--- src/hw/capture_ctrl_pkg.sv ---
package capture_ctrl_pkg;
	// control-port word locations
	localparam logic [11:0] ADDR_IFACE_FIRST = 12'h800; // 2048
	localparam logic [11:0] ADDR_IFACE_LAST = 12'h807; // 2055
	localparam logic [11:0] ADDR_PIN_SETTING = 12'h808; // 2056
	localparam logic [11:0] ADDR_AUX_FIRST = 12'h809; // 2057
	localparam logic [11:0] ADDR_AUX_LAST = 12'h80c; // 2060
	localparam logic [11:0] ADDR_SAFE_DATA0 = 12'h810; // 2064
	localparam logic [11:0] ADDR_SAFE_ADDR0 = 12'h815; // 2069
	localparam logic [11:0] ADDR_CAPTURE_A = 12'h81a; // 2074
	localparam logic [11:0] ADDR_CAPTURE_B = 12'h81b; // 2075
	localparam logic [11:0] ADDR_CORE_CONTROL = 12'h81c; // 2076
	localparam int SAFE_SLOTS = 5;
	// capture setup word fields
	localparam int SETUP_STEP_LSB = 2;
	localparam int SETUP_STEP_W = 10;
	localparam int SETUP_SEL_LSB = 0;
	localparam int SETUP_SEL_W = 2;
	localparam logic [15:0] SETUP_MASK = 16'h0fff;
	// captured word: 5.23 internal, 5.19 presented
	localparam int CORE_W = 28;
	localparam int TRUNC_BITS = 4;
	localparam int CAPT_W = CORE_W - TRUNC_BITS;
	// core control fields
	localparam int CC_RATE_LSB = 0;
	localparam int CC_CORE_RUN_N = 2;
	localparam int CC_OUT_MUTE_N = 3;
	localparam int CC_IN_MUTE_N = 4;
	localparam int CC_SAFE_START = 5;
	localparam int CC_IFACE_OVR = 6;
	localparam int CC_PIN_OVR = 7;
	localparam int CC_AUX_OVR = 8;
	localparam int CC_DEBOUNCE_LSB = 12;
	localparam logic [15:0] CC_WRITE_MASK = 16'h31ff;
	localparam logic [15:0] CC_RESET = 16'h0000;
	// source selects
	localparam logic [1:0] SRC_MULT_X = 2'h0;
	localparam logic [1:0] SRC_MULT_Y = 2'h1;
	localparam logic [1:0] SRC_PRODUCT_SUM = 2'h2;
	localparam logic [1:0] SRC_SUM_FEEDBACK = 2'h3;
	// rate selects and instructions per sample
	localparam logic [1:0] RATE_1X = 2'h0;
	localparam logic [1:0] RATE_2X = 2'h1;
	localparam logic [1:0] RATE_4X = 2'h2;
	localparam logic [10:0] STEPS_1X = 11'd512;
	localparam logic [10:0] STEPS_2X = 11'd256;
	localparam logic [10:0] STEPS_4X = 11'd128;
	// debounce times and clock
	localparam int CLK_HZ = 20_000_000;
	localparam int DEB_MS_00 = 20;
	localparam int DEB_MS_01 = 40;
	localparam int DEB_MS_10 = 10;
	localparam int DEB_MS_11 = 5;
	localparam int DEB_CYC_00 = DEB_MS_00 * (CLK_HZ / 1000);
	localparam int DEB_CYC_01 = DEB_MS_01 * (CLK_HZ / 1000);
	localparam int DEB_CYC_10 = DEB_MS_10 * (CLK_HZ / 1000);
	localparam int DEB_CYC_11 = DEB_MS_11 * (CLK_HZ / 1000);
	typedef enum logic [1:0] {SL_IDLE, SL_WAIT, SL_MOVE} safe_state_t;
endpackage

--- src/hw/capture_channel_unit.sv ---
// one capture channel: setup word plus latched 5.19 value
module capture_channel_unit
	import capture_ctrl_pkg::*;
(
	input wire logic clk, // core clock
	input wire logic reset_n, // synchronous, active low
	input wire logic setup_we, // write of setup word
	input wire logic [15:0] setup_wdata, // setup word
	input wire logic [9:0] pc, // program counter
	input wire logic step_valid, // pc names a live step
	input wire logic [CORE_W-1:0] src_x, // multiplier x operand
	input wire logic [CORE_W-1:0] src_y, // multiplier y operand
	input wire logic [CORE_W-1:0] src_mac, // product sum result
	input wire logic [CORE_W-1:0] src_fb, // sum feedback path
	output logic [CAPT_W-1:0] value_q // captured value
);
	logic [9:0] step_q;
	logic [1:0] sel_q;
	logic [CORE_W-1:0] pick;

	// setup word store
	always_ff @(posedge clk) begin
		if (!reset_n) begin
			step_q <= '0;
			sel_q <= '0;
		end else if (setup_we) begin
			step_q <= setup_wdata[SETUP_STEP_LSB +: SETUP_STEP_W];
			sel_q <= setup_wdata[SETUP_SEL_LSB +: SETUP_SEL_W];
		end
	end

	// source mux
	always_comb begin
		unique case (sel_q)
			SRC_MULT_X: pick = src_x;
			SRC_MULT_Y: pick = src_y;
			SRC_PRODUCT_SUM: pick = src_mac;
			SRC_SUM_FEEDBACK: pick = src_fb;
		endcase
	end

	// latch at matching step, hold otherwise
	always_ff @(posedge clk) begin
		if (!reset_n) begin
			value_q <= '0;
		end else if (step_valid && pc == step_q) begin
			value_q <= pick[CORE_W-1:TRUNC_BITS];
		end
	end

	property p_capture_hold;
		@(posedge clk) disable iff (!reset_n)
			!(step_valid && pc == step_q) |=> $stable(value_q);
	endproperty
	a_capture_hold: assert property (p_capture_hold) else $error("capture changed off step");

	property p_capture_take;
		@(posedge clk) disable iff (!reset_n)
			(step_valid && pc == step_q) |=> value_q == $past(pick[CORE_W-1:TRUNC_BITS]);
	endproperty
	a_capture_take: assert property (p_capture_take) else $error("capture value wrong");

	property p_sel_mux;
		@(posedge clk) disable iff (!reset_n)
			sel_q == SRC_PRODUCT_SUM |-> pick == src_mac;
	endproperty
	a_sel_mux: assert property (p_sel_mux) else $error("source select wrong");
endmodule

--- src/hw/capture_core_control.sv ---
// Behaviour
// - each channel holds a step index 0..1023 for its capture point
// - on pc matching the step, selected core register is copied to capture
// - capture drops four low bits of 5.23 word giving 5.19
// - setup word: step in bits 11:2, select in 1:0, 15:12 zero
// - capture channels read at locations 2074 and 2075
// - select 00 x operand, 01 y operand, 10 product sum, 11 feedback
// - debounce select gives 20, 40, 10 or 5 ms
// - aux override lets port write aux registers, pins ignored
// - pin override makes pin setting register take port writes
// - interface override lets port write interface regs, program blocked
// - writing start begins safeload; bit clears itself when done unless core control is written in that same cycle
// - safeload moves only slots written since previous safeload
// - input mute is active low, reset zero, muted until set
// - output mute is active low, reset zero, muted until set
// - core run active high, reset zero clears core state
// - rate select gives 512, 256, 128 steps; 11 reserved
// - safeload waits for the next frame pulse after start, then steps through its five slots in the five cycles that follow, moving the written ones
module capture_core_control
	import capture_ctrl_pkg::*;
#(
	parameter int CYC_PER_MS = CLK_HZ / 1000 // core clock cycles per millisecond
)
(
	input wire logic clk, // core clock 20 MHz
	input wire logic reset_n, // synchronous, active low
	input wire logic wr_en, // control-port write strobe
	input wire logic rd_en, // control-port read strobe
	input wire logic [11:0] addr, // control-port word location
	input wire logic [15:0] wdata, // write data
	input wire logic [9:0] pc, // core program counter
	input wire logic frame_start, // one-cycle pulse per sample frame
	input wire logic [CORE_W-1:0] src_x, // multiplier x operand
	input wire logic [CORE_W-1:0] src_y, // multiplier y operand
	input wire logic [CORE_W-1:0] src_mac, // product sum result
	input wire logic [CORE_W-1:0] src_fb, // sum feedback path
	input wire logic gpio_in, // raw multipurpose pin, async
	output logic [15:0] rdata_q, // read data
	output logic rvalid_q, // read data valid pulse
	output logic [1:0] rate_select_q, // rate select
	output logic [10:0] steps_per_sample_q, // instructions per sample
	output logic core_run_n_q, // 1 lets core run
	output logic core_clear_q, // core state held cleared
	output logic input_mute_n_q, // 1 passes input audio
	output logic output_mute_n_q, // 1 passes output audio
	output logic aux_converter_override_q, // port owns aux registers
	output logic pin_setting_override_q, // port owns pin setting register
	output logic interface_override_q, // port owns interface registers
	output logic program_iface_we_allow_q, // program may update interface regs
	output logic port_iface_we_q, // accepted port write to interface reg
	output logic port_aux_we_q, // accepted port write to aux reg
	output logic port_pin_we_q, // accepted port write to pin setting
	output logic pin_from_gpio_q, // pin setting follows pins
	output logic gpio_debounced_q, // debounced gpio level
	output logic safe_move_q, // one-cycle move of a safeload slot
	output logic [2:0] safe_slot_q // slot being moved
);
	logic [15:0] ctrl_q;
	logic [SAFE_SLOTS-1:0] dirty_q;
	logic [CAPT_W-1:0] cap_a, cap_b;
	logic [2:0] slot_q;
	logic step_ok;
	safe_state_t sl_q;
	logic g1_q, g2_q;
	logic [20:0] deb_cnt_q, deb_lim;

	assign step_ok = ({1'b0, pc} < steps_per_sample_q);

	// debounce counter is 21 bits: the longest time must fit in it
	if (CYC_PER_MS < 1 || DEB_MS_01 * CYC_PER_MS > 21'h1fffff) begin : g_bad_rate
		$error("debounce count does not fit its counter");
	end

	capture_channel_unit u_cap_a (
		.clk(clk), .reset_n(reset_n),
		.setup_we(wr_en && addr == ADDR_CAPTURE_A), .setup_wdata(wdata & SETUP_MASK),
		.pc(pc), .step_valid(step_ok),
		.src_x(src_x), .src_y(src_y), .src_mac(src_mac), .src_fb(src_fb),
		.value_q(cap_a)
	);
	capture_channel_unit u_cap_b (
		.clk(clk), .reset_n(reset_n),
		.setup_we(wr_en && addr == ADDR_CAPTURE_B), .setup_wdata(wdata & SETUP_MASK),
		.pc(pc), .step_valid(step_ok),
		.src_x(src_x), .src_y(src_y), .src_mac(src_mac), .src_fb(src_fb),
		.value_q(cap_b)
	);

	// core control register; start bit cleared by hardware
	always_ff @(posedge clk) begin
		if (!reset_n) begin
			ctrl_q <= CC_RESET;
		end else if (wr_en && addr == ADDR_CORE_CONTROL) begin
			ctrl_q <= wdata & CC_WRITE_MASK;
			if (!wdata[CC_SAFE_START] && ctrl_q[CC_SAFE_START])
				ctrl_q[CC_SAFE_START] <= 1'b1; // start stays until done
		end else if (sl_q == SL_MOVE && slot_q == 3'(SAFE_SLOTS - 1)) begin
			ctrl_q[CC_SAFE_START] <= 1'b0;
		end
	end

	// read port: 24-bit capture shown as upper 16 bits of 5.19 word
	always_ff @(posedge clk) begin
		if (!reset_n) begin
			rdata_q <= '0;
			rvalid_q <= 1'b0;
		end else begin
			rvalid_q <= rd_en;
			unique case (addr)
				ADDR_CAPTURE_A: rdata_q <= cap_a[CAPT_W-1 -: 16];
				ADDR_CAPTURE_B: rdata_q <= cap_b[CAPT_W-1 -: 16];
				ADDR_CORE_CONTROL: rdata_q <= ctrl_q;
				default: rdata_q <= '0;
			endcase
		end
	end

	// decoded control outputs
	always_ff @(posedge clk) begin
		if (!reset_n) begin
			rate_select_q <= RATE_1X;
			steps_per_sample_q <= STEPS_1X;
			core_run_n_q <= 1'b0;
			core_clear_q <= 1'b1;
			input_mute_n_q <= 1'b0;
			output_mute_n_q <= 1'b0;
			aux_converter_override_q <= 1'b0;
			pin_setting_override_q <= 1'b0;
			interface_override_q <= 1'b0;
			program_iface_we_allow_q <= 1'b1;
			pin_from_gpio_q <= 1'b1;
		end else begin
			rate_select_q <= ctrl_q[CC_RATE_LSB +: 2];
			unique case (ctrl_q[CC_RATE_LSB +: 2])
				RATE_1X: steps_per_sample_q <= STEPS_1X;
				RATE_2X: steps_per_sample_q <= STEPS_2X;
				RATE_4X: steps_per_sample_q <= STEPS_4X;
				default: steps_per_sample_q <= STEPS_1X; // reserved code
			endcase
			core_run_n_q <= ctrl_q[CC_CORE_RUN_N];
			core_clear_q <= !ctrl_q[CC_CORE_RUN_N];
			input_mute_n_q <= ctrl_q[CC_IN_MUTE_N];
			output_mute_n_q <= ctrl_q[CC_OUT_MUTE_N];
			aux_converter_override_q <= ctrl_q[CC_AUX_OVR];
			pin_setting_override_q <= ctrl_q[CC_PIN_OVR];
			interface_override_q <= ctrl_q[CC_IFACE_OVR];
			program_iface_we_allow_q <= !ctrl_q[CC_IFACE_OVR];
			pin_from_gpio_q <= !ctrl_q[CC_PIN_OVR];
		end
	end

	// port write qualification for override-owned registers
	always_ff @(posedge clk) begin
		if (!reset_n) begin
			port_iface_we_q <= 1'b0;
			port_aux_we_q <= 1'b0;
			port_pin_we_q <= 1'b0;
		end else begin
			port_iface_we_q <= wr_en && ctrl_q[CC_IFACE_OVR] &&
				addr >= ADDR_IFACE_FIRST && addr <= ADDR_IFACE_LAST;
			port_aux_we_q <= wr_en && ctrl_q[CC_AUX_OVR] &&
				addr >= ADDR_AUX_FIRST && addr <= ADDR_AUX_LAST;
			port_pin_we_q <= wr_en && ctrl_q[CC_PIN_OVR] && addr == ADDR_PIN_SETTING;
		end
	end

	// safeload: mark written slots, move them at next frame
	always_ff @(posedge clk) begin
		if (!reset_n) begin
			dirty_q <= '0;
			slot_q <= '0;
			sl_q <= SL_IDLE;
			safe_move_q <= 1'b0;
			safe_slot_q <= '0;
		end else begin
			safe_move_q <= 1'b0;
			for (int i = 0; i < SAFE_SLOTS; i++) begin
				if (sl_q == SL_MOVE && slot_q == 3'(i))
					dirty_q[i] <= 1'b0;
				if (wr_en && (addr == ADDR_SAFE_DATA0 + 12'(i) ||
					addr == ADDR_SAFE_ADDR0 + 12'(i)))
					dirty_q[i] <= 1'b1; // write wins over clear
			end
			unique case (sl_q)
				SL_IDLE: if (ctrl_q[CC_SAFE_START]) sl_q <= SL_WAIT;
				SL_WAIT: if (frame_start) begin
					sl_q <= SL_MOVE;
					slot_q <= '0;
				end
				SL_MOVE: begin
					safe_move_q <= dirty_q[slot_q];
					safe_slot_q <= slot_q;
					if (slot_q == 3'(SAFE_SLOTS - 1)) sl_q <= SL_IDLE;
					else slot_q <= slot_q + 3'h1;
				end
			endcase
		end
	end

	// pin synchroniser and debounce
	always_comb begin
		unique case (ctrl_q[CC_DEBOUNCE_LSB +: 2])
			2'h0: deb_lim = 21'(DEB_MS_00 * CYC_PER_MS);
			2'h1: deb_lim = 21'(DEB_MS_01 * CYC_PER_MS);
			2'h2: deb_lim = 21'(DEB_MS_10 * CYC_PER_MS);
			2'h3: deb_lim = 21'(DEB_MS_11 * CYC_PER_MS);
		endcase
	end
	always_ff @(posedge clk) begin
		if (!reset_n) begin
			g1_q <= 1'b0;
			g2_q <= 1'b0;
			deb_cnt_q <= '0;
			gpio_debounced_q <= 1'b0;
		end else begin
			g1_q <= gpio_in;
			g2_q <= g1_q;
			if (g2_q == gpio_debounced_q) deb_cnt_q <= '0;
			else if (deb_cnt_q >= deb_lim - 21'h1) begin
				gpio_debounced_q <= g2_q;
				deb_cnt_q <= '0;
			end else deb_cnt_q <= deb_cnt_q + 21'h1;
		end
	end

	property p_start_clears;
		@(posedge clk) disable iff (!reset_n)
			(sl_q == SL_MOVE && slot_q == 3'(SAFE_SLOTS - 1) && !wr_en) |=> !ctrl_q[CC_SAFE_START];
	endproperty
	a_start_clears: assert property (p_start_clears) else $error("start bit not cleared");

	property p_move_dirty;
		@(posedge clk) disable iff (!reset_n)
			safe_move_q |-> $past(dirty_q[slot_q]);
	endproperty
	a_move_dirty: assert property (p_move_dirty) else $error("clean slot moved");

	property p_frame_bound;
		@(posedge clk) disable iff (!reset_n)
			(sl_q == SL_WAIT && frame_start) |=> sl_q == SL_MOVE ##4 sl_q == SL_MOVE ##1 sl_q == SL_IDLE;
	endproperty
	a_frame_bound: assert property (p_frame_bound) else $error("safeload overran frame");

	property p_mutes;
		@(posedge clk) disable iff (!reset_n)
			1'b1 |=> input_mute_n_q == $past(ctrl_q[CC_IN_MUTE_N]) &&
				output_mute_n_q == $past(ctrl_q[CC_OUT_MUTE_N]);
	endproperty
	a_mutes: assert property (p_mutes) else $error("mute mismatch");

	property p_run_clear;
		@(posedge clk) disable iff (!reset_n)
			core_clear_q != core_run_n_q;
	endproperty
	a_run_clear: assert property (p_run_clear) else $error("run and clear disagree");

	property p_rate;
		@(posedge clk) disable iff (!reset_n)
			rate_select_q == RATE_4X |=> steps_per_sample_q == STEPS_4X || rate_select_q != RATE_4X;
	endproperty
	a_rate: assert property (p_rate) else $error("rate steps wrong");

	property p_iface_block;
		@(posedge clk) disable iff (!reset_n)
			interface_override_q |-> !program_iface_we_allow_q;
	endproperty
	a_iface_block: assert property (p_iface_block) else $error("program not blocked");

	property p_pin_ovr;
		@(posedge clk) disable iff (!reset_n)
			port_pin_we_q |-> $past(ctrl_q[CC_PIN_OVR]);
	endproperty
	a_pin_ovr: assert property (p_pin_ovr) else $error("pin write without override");
endmodule

--- config.mk ---
export PLATFORM = sky130hd
export DESIGN_NAME = capture_core_control
export DESIGN_NICKNAME = d
export VERILOG_FILES = /design/src/hw/capture_ctrl_pkg.sv /design/src/hw/capture_channel_unit.sv /design/src/hw/capture_core_control.sv
export SDC_FILE = /design/constraint.sdc
export NUM_CORES = 1
export LEC_CHECK = 0
export ABC_AREA = 1
export BUFFER_PORTS_ARGS = -buffer_cell sky130_fd_sc_hd__buf_2
export CAP_MARGIN = 20
export CORE_ASPECT_RATIO = 0.9
export CORE_MARGIN = 1.5
export CORE_UTILIZATION = 55
export DETAILED_ROUTE_END_ITERATION = 8
export GPL_ROUTABILITY_DRIVEN = 0
export MAX_ROUTING_LAYER = met4
export PLACE_DENSITY = 0.83
export SYNTH_ARGS = -nofsm -noshare
export SYNTH_HDL_FRONTEND = slang
export SYNTH_SLANG_ARGS = --single-unit
export TNS_END_PERCENT = 10
--- constraint.sdc ---
create_clock -name clk -period 6.5 [get_ports clk]
set_input_delay 0.65 -clock clk [delete_from_list [all_inputs] [get_ports clk]]
set_output_delay 0.65 -clock clk [all_outputs]
set_load 0.005 [all_outputs]
==> impl_metrics.prom, run 1 <==
# TYPE chip_impl_metric gauge
chip_impl_metric{name="gr-usage-all-layers",unit="%"} 28.0
chip_impl_metric{name="synth.distinct_cells",unit=""} 38
chip_impl_metric{name="worst_skew_pair.late_latency",unit="ns"} 0.43
chip_impl_metric{name="drt_iter0_markers",unit=""} 604
chip_impl_metric{name="grt_first_pass_wirelength",unit="microns"} 32100
chip_impl_metric{name="port_buffers",unit=""} 144
chip_impl_metric{name="max_slew_margin",unit="%"} 24.5
chip_impl_metric{name="timing.reg2reg.worst_path_depth",unit=""} 15
chip_impl_metric{name="post_synth_mux_area_share",unit="%"} 0
chip_impl_metric{name="static-leakage-power",unit="nW"} 4.29
chip_impl_metric{name="synthXorXnorAreaFrac",unit="%"} 2.94
chip_impl_metric{name="cts.htree.levels",unit=""} 4
chip_impl_metric{name="ir_drop",unit="mV"} 0.187
chip_impl_metric{name="detailedRoute.firstPassIterationCount",unit=""} 5
chip_impl_metric{name="number_of_warning_messages_in_the_yosys_log",unit=""} 0
chip_impl_metric{name="dr_total_vias",unit=""} 7536
chip_impl_metric{name="transition_time_of_the_tightest_slew_check_pin",unit="ns"} 1.13
chip_impl_metric{name="place_area",unit="sq um"} 8470
chip_impl_metric{name="cts_setup_buffers",unit=""} 0
chip_impl_metric{name="final_min_period_over_clock_period",unit="%"} 49.3
chip_impl_metric{name="wl_per_cell",unit="microns"} 13.0
chip_impl_metric{name="synth_top_cell_area_share",unit="%"} 36.0
chip_impl_metric{name="syn_area",unit="sq um"} 7740
chip_impl_metric{name="detail_route.drc_violations",unit=""} 0
chip_impl_metric{name="flip_flop_and_latch_count_after_synthesis",unit=""} 139
chip_impl_metric{name="clockBufferDepth",unit=""} 2
chip_impl_metric{name="post_cts_hold_buffer_count",unit=""} 0
chip_impl_metric{name="finalPower",unit="mW"} 2.11
chip_impl_metric{name="setup-tns-final",unit="ns"} 0
chip_impl_metric{name="syn_avg_cell_area",unit="sq um"} 6.59
chip_impl_metric{name="area_of_all_placed_cells_without_fillers",unit="sq um"} 9090
chip_impl_metric{name="cp.arrival",unit="ns"} 3.53
chip_impl_metric{name="clock_sink_count",unit=""} 139
chip_impl_metric{name="floorplan.initialDensity",unit="%"} 57.0
chip_impl_metric{name="nFillCells",unit=""} 1173
chip_impl_metric{name="area.sequential",unit="sq um"} 2780
chip_impl_metric{name="cts_resized",unit=""} 0
chip_impl_metric{name="drt-vias-per-instance",unit=""} 5.02
chip_impl_metric{name="ioPinCount",unit=""} 203
chip_impl_metric{name="power_per_unit_of_standard_cell_area",unit="nW/um^2"} 232
chip_impl_info{name="rsz0062_at_grt",value="false"} 1
chip_impl_metric{name="synth_sequential_area_ratio",unit="%"} 36.0
chip_impl_info{name="synth_area_leader_cell",value="sky130_fd_sc_hd__dfxtp_1"} 1
chip_impl_metric{name="max-cap-violations",unit=""} 0
chip_impl_metric{name="flow.area_growth_from_synthesis",unit="%"} 17.5
chip_impl_metric{name="std_cell_rows",unit=""} 40
chip_impl_metric{name="yosys.area_share.simple",unit="%"} 34.2
chip_impl_metric{name="achievable-frequency",unit="GHz"} 0.312
chip_impl_metric{name="setup_viol_count_final",unit=""} 0
chip_impl_metric{name="final_net_count",unit=""} 1493
chip_impl_info{name="hold_path.class",value="input port to register"} 1
chip_impl_info{name="synth_top_family_by_area",value="simple AND/OR/NAND/NOR gates"} 1
chip_impl_info{name="cp_capture_type",value="register"} 1
chip_impl_metric{name="die-area",unit="sq um"} 14800
chip_impl_metric{name="first_global_vias",unit=""} 6974
chip_impl_metric{name="route.antenna.remaining_nets",unit=""} 0
chip_impl_info{name="root_buffer",value="sky130_fd_sc_hd__clkbuf_16"} 1
chip_impl_metric{name="ratio_of_cells_with_drive_above_1_in_the_final_layout",unit="%"} 16.1
chip_impl_metric{name="routed_wl",unit="microns"} 19600
chip_impl_metric{name="timing.critical_path.required",unit="ns"} 6.83
chip_impl_metric{name="hold-path-cell-count",unit=""} 3
chip_impl_info{name="start_kind",value="register"} 1
chip_impl_metric{name="hpwl_reported_at_the_end_of_detailed_placement",unit="microns"} 14200
chip_impl_metric{name="final.min_clock_period",unit="ns"} 3.20
chip_impl_info{name="outcome",value="complete, no violations"} 1
chip_impl_metric{name="largest_net_degree_at_the_start_of_global_routing",unit=""} 52
chip_impl_metric{name="cp_max_fo",unit=""} 21
chip_impl_metric{name="final-max-slew-violation-count",unit=""} 0
chip_impl_metric{name="grt_overflow",unit=""} 0
chip_impl_metric{name="clock_transition_at_the_registers_of_the_reported_paths",unit="ns"} 0.06
chip_impl_metric{name="die_w",unit="microns"} 128
chip_impl_metric{name="area_fraction_in_compound_gates_after_synthesis",unit="%"} 9.33
chip_impl_metric{name="multi_input_comb_area",unit="sq um"} 4110
chip_impl_metric{name="die_height",unit="microns"} 116
chip_impl_metric{name="syn_inst",unit=""} 1174
chip_impl_info{name="tritoncts",value="done"} 1
chip_impl_metric{name="clock_skew_after_layout",unit="ns"} 0.00654
chip_impl_metric{name="adder_cell_fraction_of_synth_area",unit="%"} 6.14
chip_impl_info{name="setup.worst_path.class",value="register to register"} 1
chip_impl_metric{name="n_antenna_cell",unit=""} 0
chip_impl_info{name="ys_top_cells_by_area",value="sky130_fd_sc_hd__dfxtp_1 36%, sky130_fd_sc_hd__nand2_1 18%, sky130_fd_sc_hd__inv_1 7.7%, sky130_fd_sc_hd__a21oi_1 6.4%, sky130_fd_sc_hd__ha_1 6.1%"} 1
chip_impl_metric{name="core-area",unit="sq um"} 13600
chip_impl_metric{name="number_of_antenna_violations_at_the_first_check_in_global_routing",unit=""} 0
chip_impl_metric{name="cts_buffers",unit=""} 17
chip_impl_metric{name="hold_violations",unit=""} 0
final cells by class:
type,count,share of cell area [%]
clock buffer,18,4.83
clock inverter,14,1.84
inverter,163,6.73
multi-input combinational,831,45.2
sequential,139,30.6
tap,189,2.60
timing repair buffer,147,8.22
worst max-delay path, cell delays in order, from the launching register on:
cell and delay [ns]:
sky130_fd_sc_hd__dfxtp_1 0.46, sky130_fd_sc_hd__inv_1 0.14, sky130_fd_sc_hd__ha_1 0.27, sky130_fd_sc_hd__inv_1 0.10
sky130_fd_sc_hd__ha_1 0.16, sky130_fd_sc_hd__xor2_1 0.16, sky130_fd_sc_hd__ha_1 0.25, sky130_fd_sc_hd__nand2_1 0.12
sky130_fd_sc_hd__inv_1 0.05, sky130_fd_sc_hd__nand2_1 0.06, sky130_fd_sc_hd__nand2_1 0.05, sky130_fd_sc_hd__nand2_1 0.05
sky130_fd_sc_hd__nand2_1 0.06, sky130_fd_sc_hd__nand2_1 0.09, sky130_fd_sc_hd__nand4_1 0.70, sky130_fd_sc_hd__a21oi_1 0.37
Yosys cell counts (all sizes together):
cell type  count
or2            9
nand2        371
a21o           1
o22ai          2
nor2         116
xor2          16
nor3          15
o21bai         1
o211ai         1
a22oi          1
a21oi        101
clkbuf        16
nand3         66
a211oi         1
nand3b         4
conb           2
xnor2         10
a31oi          1
dfxtp        139
nand4         39
o21ai         29
buf           32
ha            38
inv          163
cells by family (layout without fill, tap and decap cells):
kind of cell | count (synthesis) | after routing
AO/OA/AOI/OAI | 138 | 138
XOR/XNOR | 26 | 26
flip-flops | 139 | 139
adder cells (fa/ha/maj) | 38 | 38
buffers and inverters | 211 | 342
AND/OR/NAND/NOR | 620 | 620
other | 2 | 9
cell usage in the layout (no fill, tap or decap), types with 2 or more instances in the layout:
cell and instances:
sky130_fd_sc_hd__clkinvlp_4 3, sky130_fd_sc_hd__nand3b_1 4, sky130_fd_sc_hd__nor2_1 107, sky130_fd_sc_hd__nand3_1 62, sky130_fd_sc_hd__nand3_2 4, sky130_fd_sc_hd__buf_4 2, sky130_fd_sc_hd__nor2_2 6, sky130_fd_sc_hd__nor3_1 12
sky130_fd_sc_hd__inv_6 3, sky130_fd_sc_hd__o22ai_1 2, sky130_fd_sc_hd__or2_2 8, sky130_fd_sc_hd__a21oi_1 99, sky130_fd_sc_hd__bufinv_16 3, sky130_fd_sc_hd__inv_2 4, sky130_fd_sc_hd__clkinv_2 4, sky130_fd_sc_hd__nand4_1 39
sky130_fd_sc_hd__buf_2 144, sky130_fd_sc_hd__nor3_2 2, sky130_fd_sc_hd__nand2_2 2, sky130_fd_sc_hd__o21ai_0 28, sky130_fd_sc_hd__ha_1 38, sky130_fd_sc_hd__xnor2_1 10, sky130_fd_sc_hd__clkbuf_16 17, sky130_fd_sc_hd__xor2_1 16
sky130_fd_sc_hd__nor2_4 3, sky130_fd_sc_hd__conb_1 9, sky130_fd_sc_hd__inv_1 159, sky130_fd_sc_hd__nand2_1 369, sky130_fd_sc_hd__dfxtp_1 139
registers in the layout, indices dropped and copies added, names as in the netlist, 2 cells and up:
register            flops
u_cap_a.sel_q           2
u_cap_a.value_q        16
steps_per_sample_q      3
u_cap_b.step_q         10
rate_select_q           2
rdata_q                16
safe_slot_q             3
dirty_q                 5
sl_q                    2
u_cap_b.value_q        16
u_cap_b.sel_q           2
slot_q                  3
ctrl_q                 11
deb_cnt_q              21
u_cap_a.step_q         10
through the flow:
stage               setup WS, ns  instances  hold WS (ns)  utilization (%)
floorplan                   4.33       1181         0.387                -
global placement            3.44       1468         0.392             62.5
detailed placement          3.37       1468         0.400             62.5
CTS                         3.35       1500         0.404             66.9
global route                2.95       1501         0.404             67.0
finish                      3.30       1501         0.409             67.0
power by group:
| part | switching [mW] | internal [mW] |
|---|---|---|
| logic | 0.140 | 0.0850 |
| registers | 0.0173 | 0.874 |
| clock network | 0.383 | 0.614 |
| total | 0.540 | 1.57 |
routing by layer:
| metal | up-vias | wire length [microns] | track usage [%] |
|---|---|---|---|
| li1 | 3916 | - | - |
| met1 | 3331 | 8970 | 35.3 |
| met2 | 257 | 9120 | 44.7 |
| met3 | 32 | 1110 | 6.28 |
| met4 | 0 | 357 | 9.14 |
| met5 | - | 0 | - |
worst paths after layout:
check                                start       endpoint  slack, ns
worst max-delay path            ctrl_q[12]  deb_cnt_q[20]       3.30
worst min-delay path                 rd_en       rvalid_q       0.41
worst max register to register  ctrl_q[12]  deb_cnt_q[20]       3.30
worst min register to register        g1_q           g2_q       0.41
(Power assumes the default switching activity.)
==> run 2, diff against run 1 <==
--- a/config.mk
+++ b/config.mk
@@ -5,16 +5,16 @@
 export SDC_FILE = /design/constraint.sdc
 export NUM_CORES = 1
 export LEC_CHECK = 0
-export ABC_AREA = 1
+export ABC_AREA = 0
 export BUFFER_PORTS_ARGS = -buffer_cell sky130_fd_sc_hd__buf_2
 export CAP_MARGIN = 20
 export CORE_ASPECT_RATIO = 0.9
 export CORE_MARGIN = 1.5
-export CORE_UTILIZATION = 55
+export CORE_UTILIZATION = 53
 export DETAILED_ROUTE_END_ITERATION = 8
 export GPL_ROUTABILITY_DRIVEN = 0
 export MAX_ROUTING_LAYER = met4
-export PLACE_DENSITY = 0.83
+export PLACE_DENSITY = 0.81
 export SYNTH_ARGS = -nofsm -noshare
 export SYNTH_HDL_FRONTEND = slang
 export SYNTH_SLANG_ARGS = --single-unit
==> constraint.sdc (replaced) <==
create_clock -name clk -period 3.29 [get_ports clk]
set_input_delay 0.329 -clock clk [delete_from_list [all_inputs] [get_ports clk]]
set_output_delay 0.329 -clock clk [all_outputs]
set_load 0.005 [all_outputs]
==> run 2 against run 1 <==
Compared with the run above: cell count decreased by 31%; core utilization decreased by 2.2 points; flip-flop and latch count unchanged; global-route usage decreased by 2.6 points; clock skew increased by 0.0016 ns; sequential share of layout area increased by 1.5 points; worst setup slack got worse by 2.8 ns; critical path depth decreased by 3; combinational power increased by 12%; count of clock-buffer cells in the layout unchanged; largest cell class unchanged.
==> impl_metrics.prom, run 2 <==
# TYPE chip_impl_metric gauge
chip_impl_info{name="outcome",value="complete, no violations"} 1
chip_impl_metric{name="max-cap-violations",unit=""} 0
chip_impl_info{name="root_buffer",value="sky130_fd_sc_hd__clkbuf_16"} 1
chip_impl_metric{name="ir_drop",unit="mV"} 0.354
chip_impl_metric{name="final_min_period_over_clock_period",unit="%"} 86.4
chip_impl_metric{name="clockBufferDepth",unit=""} 2
chip_impl_info{name="crit_path_frequent_cell",value="sky130_fd_sc_hd__ha_1"} 1
chip_impl_metric{name="final_net_count",unit=""} 1049
chip_impl_metric{name="max_slew_margin",unit="%"} 42.2
chip_impl_metric{name="cts.htree.levels",unit=""} 4
chip_impl_metric{name="timing.critical_path.slowest_cell_delay",unit="ns"} 0.50
chip_impl_metric{name="gr-usage-all-layers",unit="%"} 25.4
chip_impl_metric{name="area.sequential",unit="sq um"} 2780
chip_impl_metric{name="cts_setup_buffers",unit=""} 0
chip_impl_info{name="timing.critical_path.slowest_stage_cell",value="sky130_fd_sc_hd__dfxtp_1"} 1
chip_impl_metric{name="hold_violations",unit=""} 0
chip_impl_metric{name="area_of_all_placed_cells_without_fillers",unit="sq um"} 8660
chip_impl_metric{name="syn_area",unit="sq um"} 7240
chip_impl_metric{name="transition_time_of_the_tightest_slew_check_pin",unit="ns"} 0.867
chip_impl_metric{name="hpwl_reported_at_the_end_of_detailed_placement",unit="microns"} 12400
chip_impl_metric{name="core-area",unit="sq um"} 13400
chip_impl_metric{name="finalPower",unit="mW"} 4.00
chip_impl_metric{name="number_of_antenna_violations_at_the_first_check_in_global_routing",unit=""} 0
chip_impl_metric{name="clock_sink_count",unit=""} 139
chip_impl_metric{name="final-max-slew-violation-count",unit=""} 0
chip_impl_info{name="rsz0062_at_grt",value="false"} 1
chip_impl_metric{name="ratio_of_cells_with_drive_above_1_in_the_final_layout",unit="%"} 26.3
chip_impl_metric{name="synth_sequential_area_ratio",unit="%"} 38.4
chip_impl_metric{name="post_cts_hold_buffer_count",unit=""} 0
chip_impl_metric{name="std_cell_rows",unit=""} 40
chip_impl_info{name="synth_top_flop_cell",value="sky130_fd_sc_hd__dfxtp_1"} 1
chip_impl_metric{name="ioPinCount",unit=""} 203
chip_impl_metric{name="synth_edf_count",unit=""} 0
chip_impl_metric{name="flip_flop_and_latch_count_after_synthesis",unit=""} 139
chip_impl_metric{name="setup_ws",unit="ns"} 0.448
chip_impl_info{name="registers.top_by_ff_count",value="deb_cnt_q"} 1
chip_impl_metric{name="async_flop_share",unit="%"} 0
chip_impl_info{name="synth.most_common_cell",value="sky130_fd_sc_hd__dfxtp_1"} 1
chip_impl_metric{name="syn_avg_cell_area",unit="sq um"} 9.90
chip_impl_metric{name="drt_iter0_markers",unit=""} 529
chip_impl_info{name="most-common-layout-cells",value="144 x sky130_fd_sc_hd__buf_2, 139 x sky130_fd_sc_hd__dfxtp_1, 46 x sky130_fd_sc_hd__nor2b_1"} 1
chip_impl_metric{name="place_area",unit="sq um"} 8020
chip_impl_metric{name="dr_total_vias",unit=""} 5870
chip_impl_info{name="cp_cell_sequence",value="inv_1 -> ha_1 -> inv_1 -> ha_1 -> xor2_1 -> ha_1 -> nand2_1 -> o21ai_0 -> o21ai_0 -> o2111ai_2 -> buf_4 -> nor2_1"} 1
chip_impl_metric{name="wl_per_cell",unit="microns"} 16.5
chip_impl_info{name="leading_cell_type_in_the_layout_fill_and_taps_excluded",value="sky130_fd_sc_hd__buf_2"} 1
chip_impl_metric{name="achievable-frequency",unit="GHz"} 0.352
chip_impl_metric{name="routed_wl",unit="microns"} 17100
chip_impl_metric{name="place_ws",unit="ns"} 0.500
chip_impl_metric{name="route.antenna.remaining_nets",unit=""} 0
chip_impl_metric{name="worst_skew_pair.late_latency",unit="ns"} 0.42
chip_impl_metric{name="final.min_clock_period",unit="ns"} 2.84
chip_impl_metric{name="flow.area_growth_from_synthesis",unit="%"} 19.5
chip_impl_metric{name="cp.arrival",unit="ns"} 3.19
chip_impl_metric{name="synth_top_cell_area_share",unit="%"} 38.4
chip_impl_metric{name="multi_input_comb_area",unit="sq um"} 4120
chip_impl_metric{name="adder_cell_fraction_of_synth_area",unit="%"} 6.56
chip_impl_metric{name="first_global_vias",unit=""} 5508
chip_impl_metric{name="cts_buffers",unit=""} 17
chip_impl_metric{name="grt_overflow",unit=""} 0
chip_impl_metric{name="power_per_unit_of_standard_cell_area",unit="nW/um^2"} 462
chip_impl_metric{name="area_fraction_in_compound_gates_after_synthesis",unit="%"} 11.2
chip_impl_info{name="synth_area_leader_cell",value="sky130_fd_sc_hd__dfxtp_1"} 1
chip_impl_metric{name="synthXorXnorAreaFrac",unit="%"} 5.08
chip_impl_info{name="setup.worst_path.class",value="register to register"} 1
chip_impl_metric{name="yosys.area_share.simple",unit="%"} 17.6
chip_impl_info{name="ys_top_cells_by_area",value="sky130_fd_sc_hd__dfxtp_1 38%, sky130_fd_sc_hd__mux4_2 10%, sky130_fd_sc_hd__ha_1 6.6%, sky130_fd_sc_hd__mux2i_1 5.7%, sky130_fd_sc_hd__xor2_1 4.2%"} 1
chip_impl_metric{name="n_antenna_cell",unit=""} 0
chip_impl_metric{name="grt_first_pass_wirelength",unit="microns"} 27700
chip_impl_metric{name="die-area",unit="sq um"} 14400
chip_impl_metric{name="synth.distinct_cells",unit=""} 49
chip_impl_metric{name="number_of_warning_messages_in_the_yosys_log",unit=""} 0
chip_impl_info{name="cp_capture_type",value="register"} 1
chip_impl_info{name="synth.top_cells.by_count",value="139 x sky130_fd_sc_hd__dfxtp_1, 46 x sky130_fd_sc_hd__nor2b_1, 45 x sky130_fd_sc_hd__nor2_1, 42 x sky130_fd_sc_hd__nand3_1, 41 x sky130_fd_sc_hd__mux2i_1"} 1
chip_impl_metric{name="post_synth_mux_area_share",unit="%"} 15.9
chip_impl_metric{name="cp_max_fo",unit=""} 7
chip_impl_info{name="start_kind",value="register"} 1
chip_impl_metric{name="timing.critical_path.required",unit="ns"} 3.64
chip_impl_metric{name="setup_viol_count_final",unit=""} 0
chip_impl_info{name="tritoncts",value="done"} 1
chip_impl_metric{name="post_layout_instance_count_excluding_filler_cells",unit=""} 1036
chip_impl_metric{name="die_w",unit="microns"} 126
chip_impl_metric{name="setup-tns-final",unit="ns"} 0
chip_impl_metric{name="cts_resized",unit=""} 0
chip_impl_metric{name="drt-vias-per-instance",unit=""} 5.67
chip_impl_metric{name="detail_route.drc_violations",unit=""} 0
chip_impl_metric{name="nFillCells",unit=""} 1079
chip_impl_metric{name="largest_net_degree_at_the_start_of_global_routing",unit=""} 59
chip_impl_metric{name="clock_transition_at_the_registers_of_the_reported_paths",unit="ns"} 0.06
chip_impl_metric{name="clock_skew_after_layout",unit="ns"} 0.00812
chip_impl_metric{name="detailedRoute.firstPassIterationCount",unit=""} 6
chip_impl_metric{name="dp.cells",unit=""} 1004
chip_impl_info{name="synth_top_family_by_area",value="simple AND/OR/NAND/NOR gates"} 1
chip_impl_metric{name="floorplan.initialDensity",unit="%"} 54.2
chip_impl_metric{name="port_buffers",unit=""} 144
chip_impl_metric{name="die_height",unit="microns"} 114
chip_impl_info{name="hold_path.class",value="input port to register"} 1
chip_impl_metric{name="syn_inst",unit=""} 732
chip_impl_metric{name="static-leakage-power",unit="nW"} 3.48
chip_impl_metric{name="flip_flop_count_of_the_largest_register_all_copies_and_words_added",unit=""} 21
-- run 2: changes by cell type after synthesis, moves of 16 or more --
cell,before,now
sky130_fd_sc_hd__mux2i_1,0,41
sky130_fd_sc_hd__nand2_1,369,26
sky130_fd_sc_hd__xor2_1,16,35
sky130_fd_sc_hd__nand3_1,62,42
sky130_fd_sc_hd__nor2b_1,0,46
sky130_fd_sc_hd__a21boi_0,0,32
sky130_fd_sc_hd__clkbuf_1,16,34
sky130_fd_sc_hd__and2_1,0,16
sky130_fd_sc_hd__mux4_2,0,33
sky130_fd_sc_hd__nor2_1,107,45
sky130_fd_sc_hd__a21oi_1,99,17
sky130_fd_sc_hd__inv_1,159,23
sky130_fd_sc_hd__nand4_1,39,17
-- run 2: worst paths after layout --
kind                                  from             to  slack [ns]  cells after the start
worst max register to register  ctrl_q[12]  deb_cnt_q[15]        0.45                     12
worst max-delay path            ctrl_q[12]  deb_cnt_q[15]        0.45                     12
worst min-delay path               gpio_in           g1_q        0.11                      2
worst min register to register        g1_q           g2_q        0.45                      1
-- run 2: logic make-up (layout without fill, tap and decap cells) --
logic type / count (synthesis) / in the layout
AOI/OAI and AO/OA: 122 / 122
buffers and inverters: 83 / 212
and+or+nand+nor: 232 / 232
muxes: 74 / 74
DFF: 139 / 139
other: 2 / 9
adders and majority gates: 38 / 38
xor gates and xnor gates: 42 / 42
-- run 2: final cells by class --
| class | instances | area share (%) |
|---|---|---|
| Timing Repair Buffer | 157 | 9.45 |
| Inverter | 23 | 0.997 |
| Clock buffer | 18 | 4.96 |
| Multi-Input combinational cell | 517 | 47.6 |
| Clock inverter | 14 | 2.40 |
| Tap cell | 168 | 2.43 |
| Sequential cell | 139 | 32.1 |
-- run 2: critical path, delay by kind of cell (launching register included) --
family	cells	cell delay (ns)
AND/OR/NAND/NOR	2	0.20
AO/OA/AOI/OAI	3	0.68
buffers and inverters	3	0.52
XOR/XNOR	1	0.17
adder cells (fa/ha/maj)	3	0.70
flip-flops	1	0.50
-- run 2: layer usage --
metal	wire (microns)	vias to the layer above	track usage (%)
li1	-	2849	-
met2	8030	217	39.5
met1	7860	2788	33.8
met5	0	-	-
met4	174	0	6.28
met3	1040	16	5.82
-- run 2: through the flow --
| step | hold slack, ns | util [%] |
|---|---|---|
| after floorplan | 0.389 | - |
| after global placement | 0.414 | 60.0 |
| after detailed placement | 0.441 | 60.0 |
| after CTS | 0.104 | 64.8 |
| after global routing | 0.101 | 64.8 |
| final | 0.113 | 64.8 |
-- run 2: power by group --
part	switching [mW]	internal (mW)
clock	0.765	1.29
combinational	0.129	0.123
sequential	0.00591	1.69
total	0.899	3.10
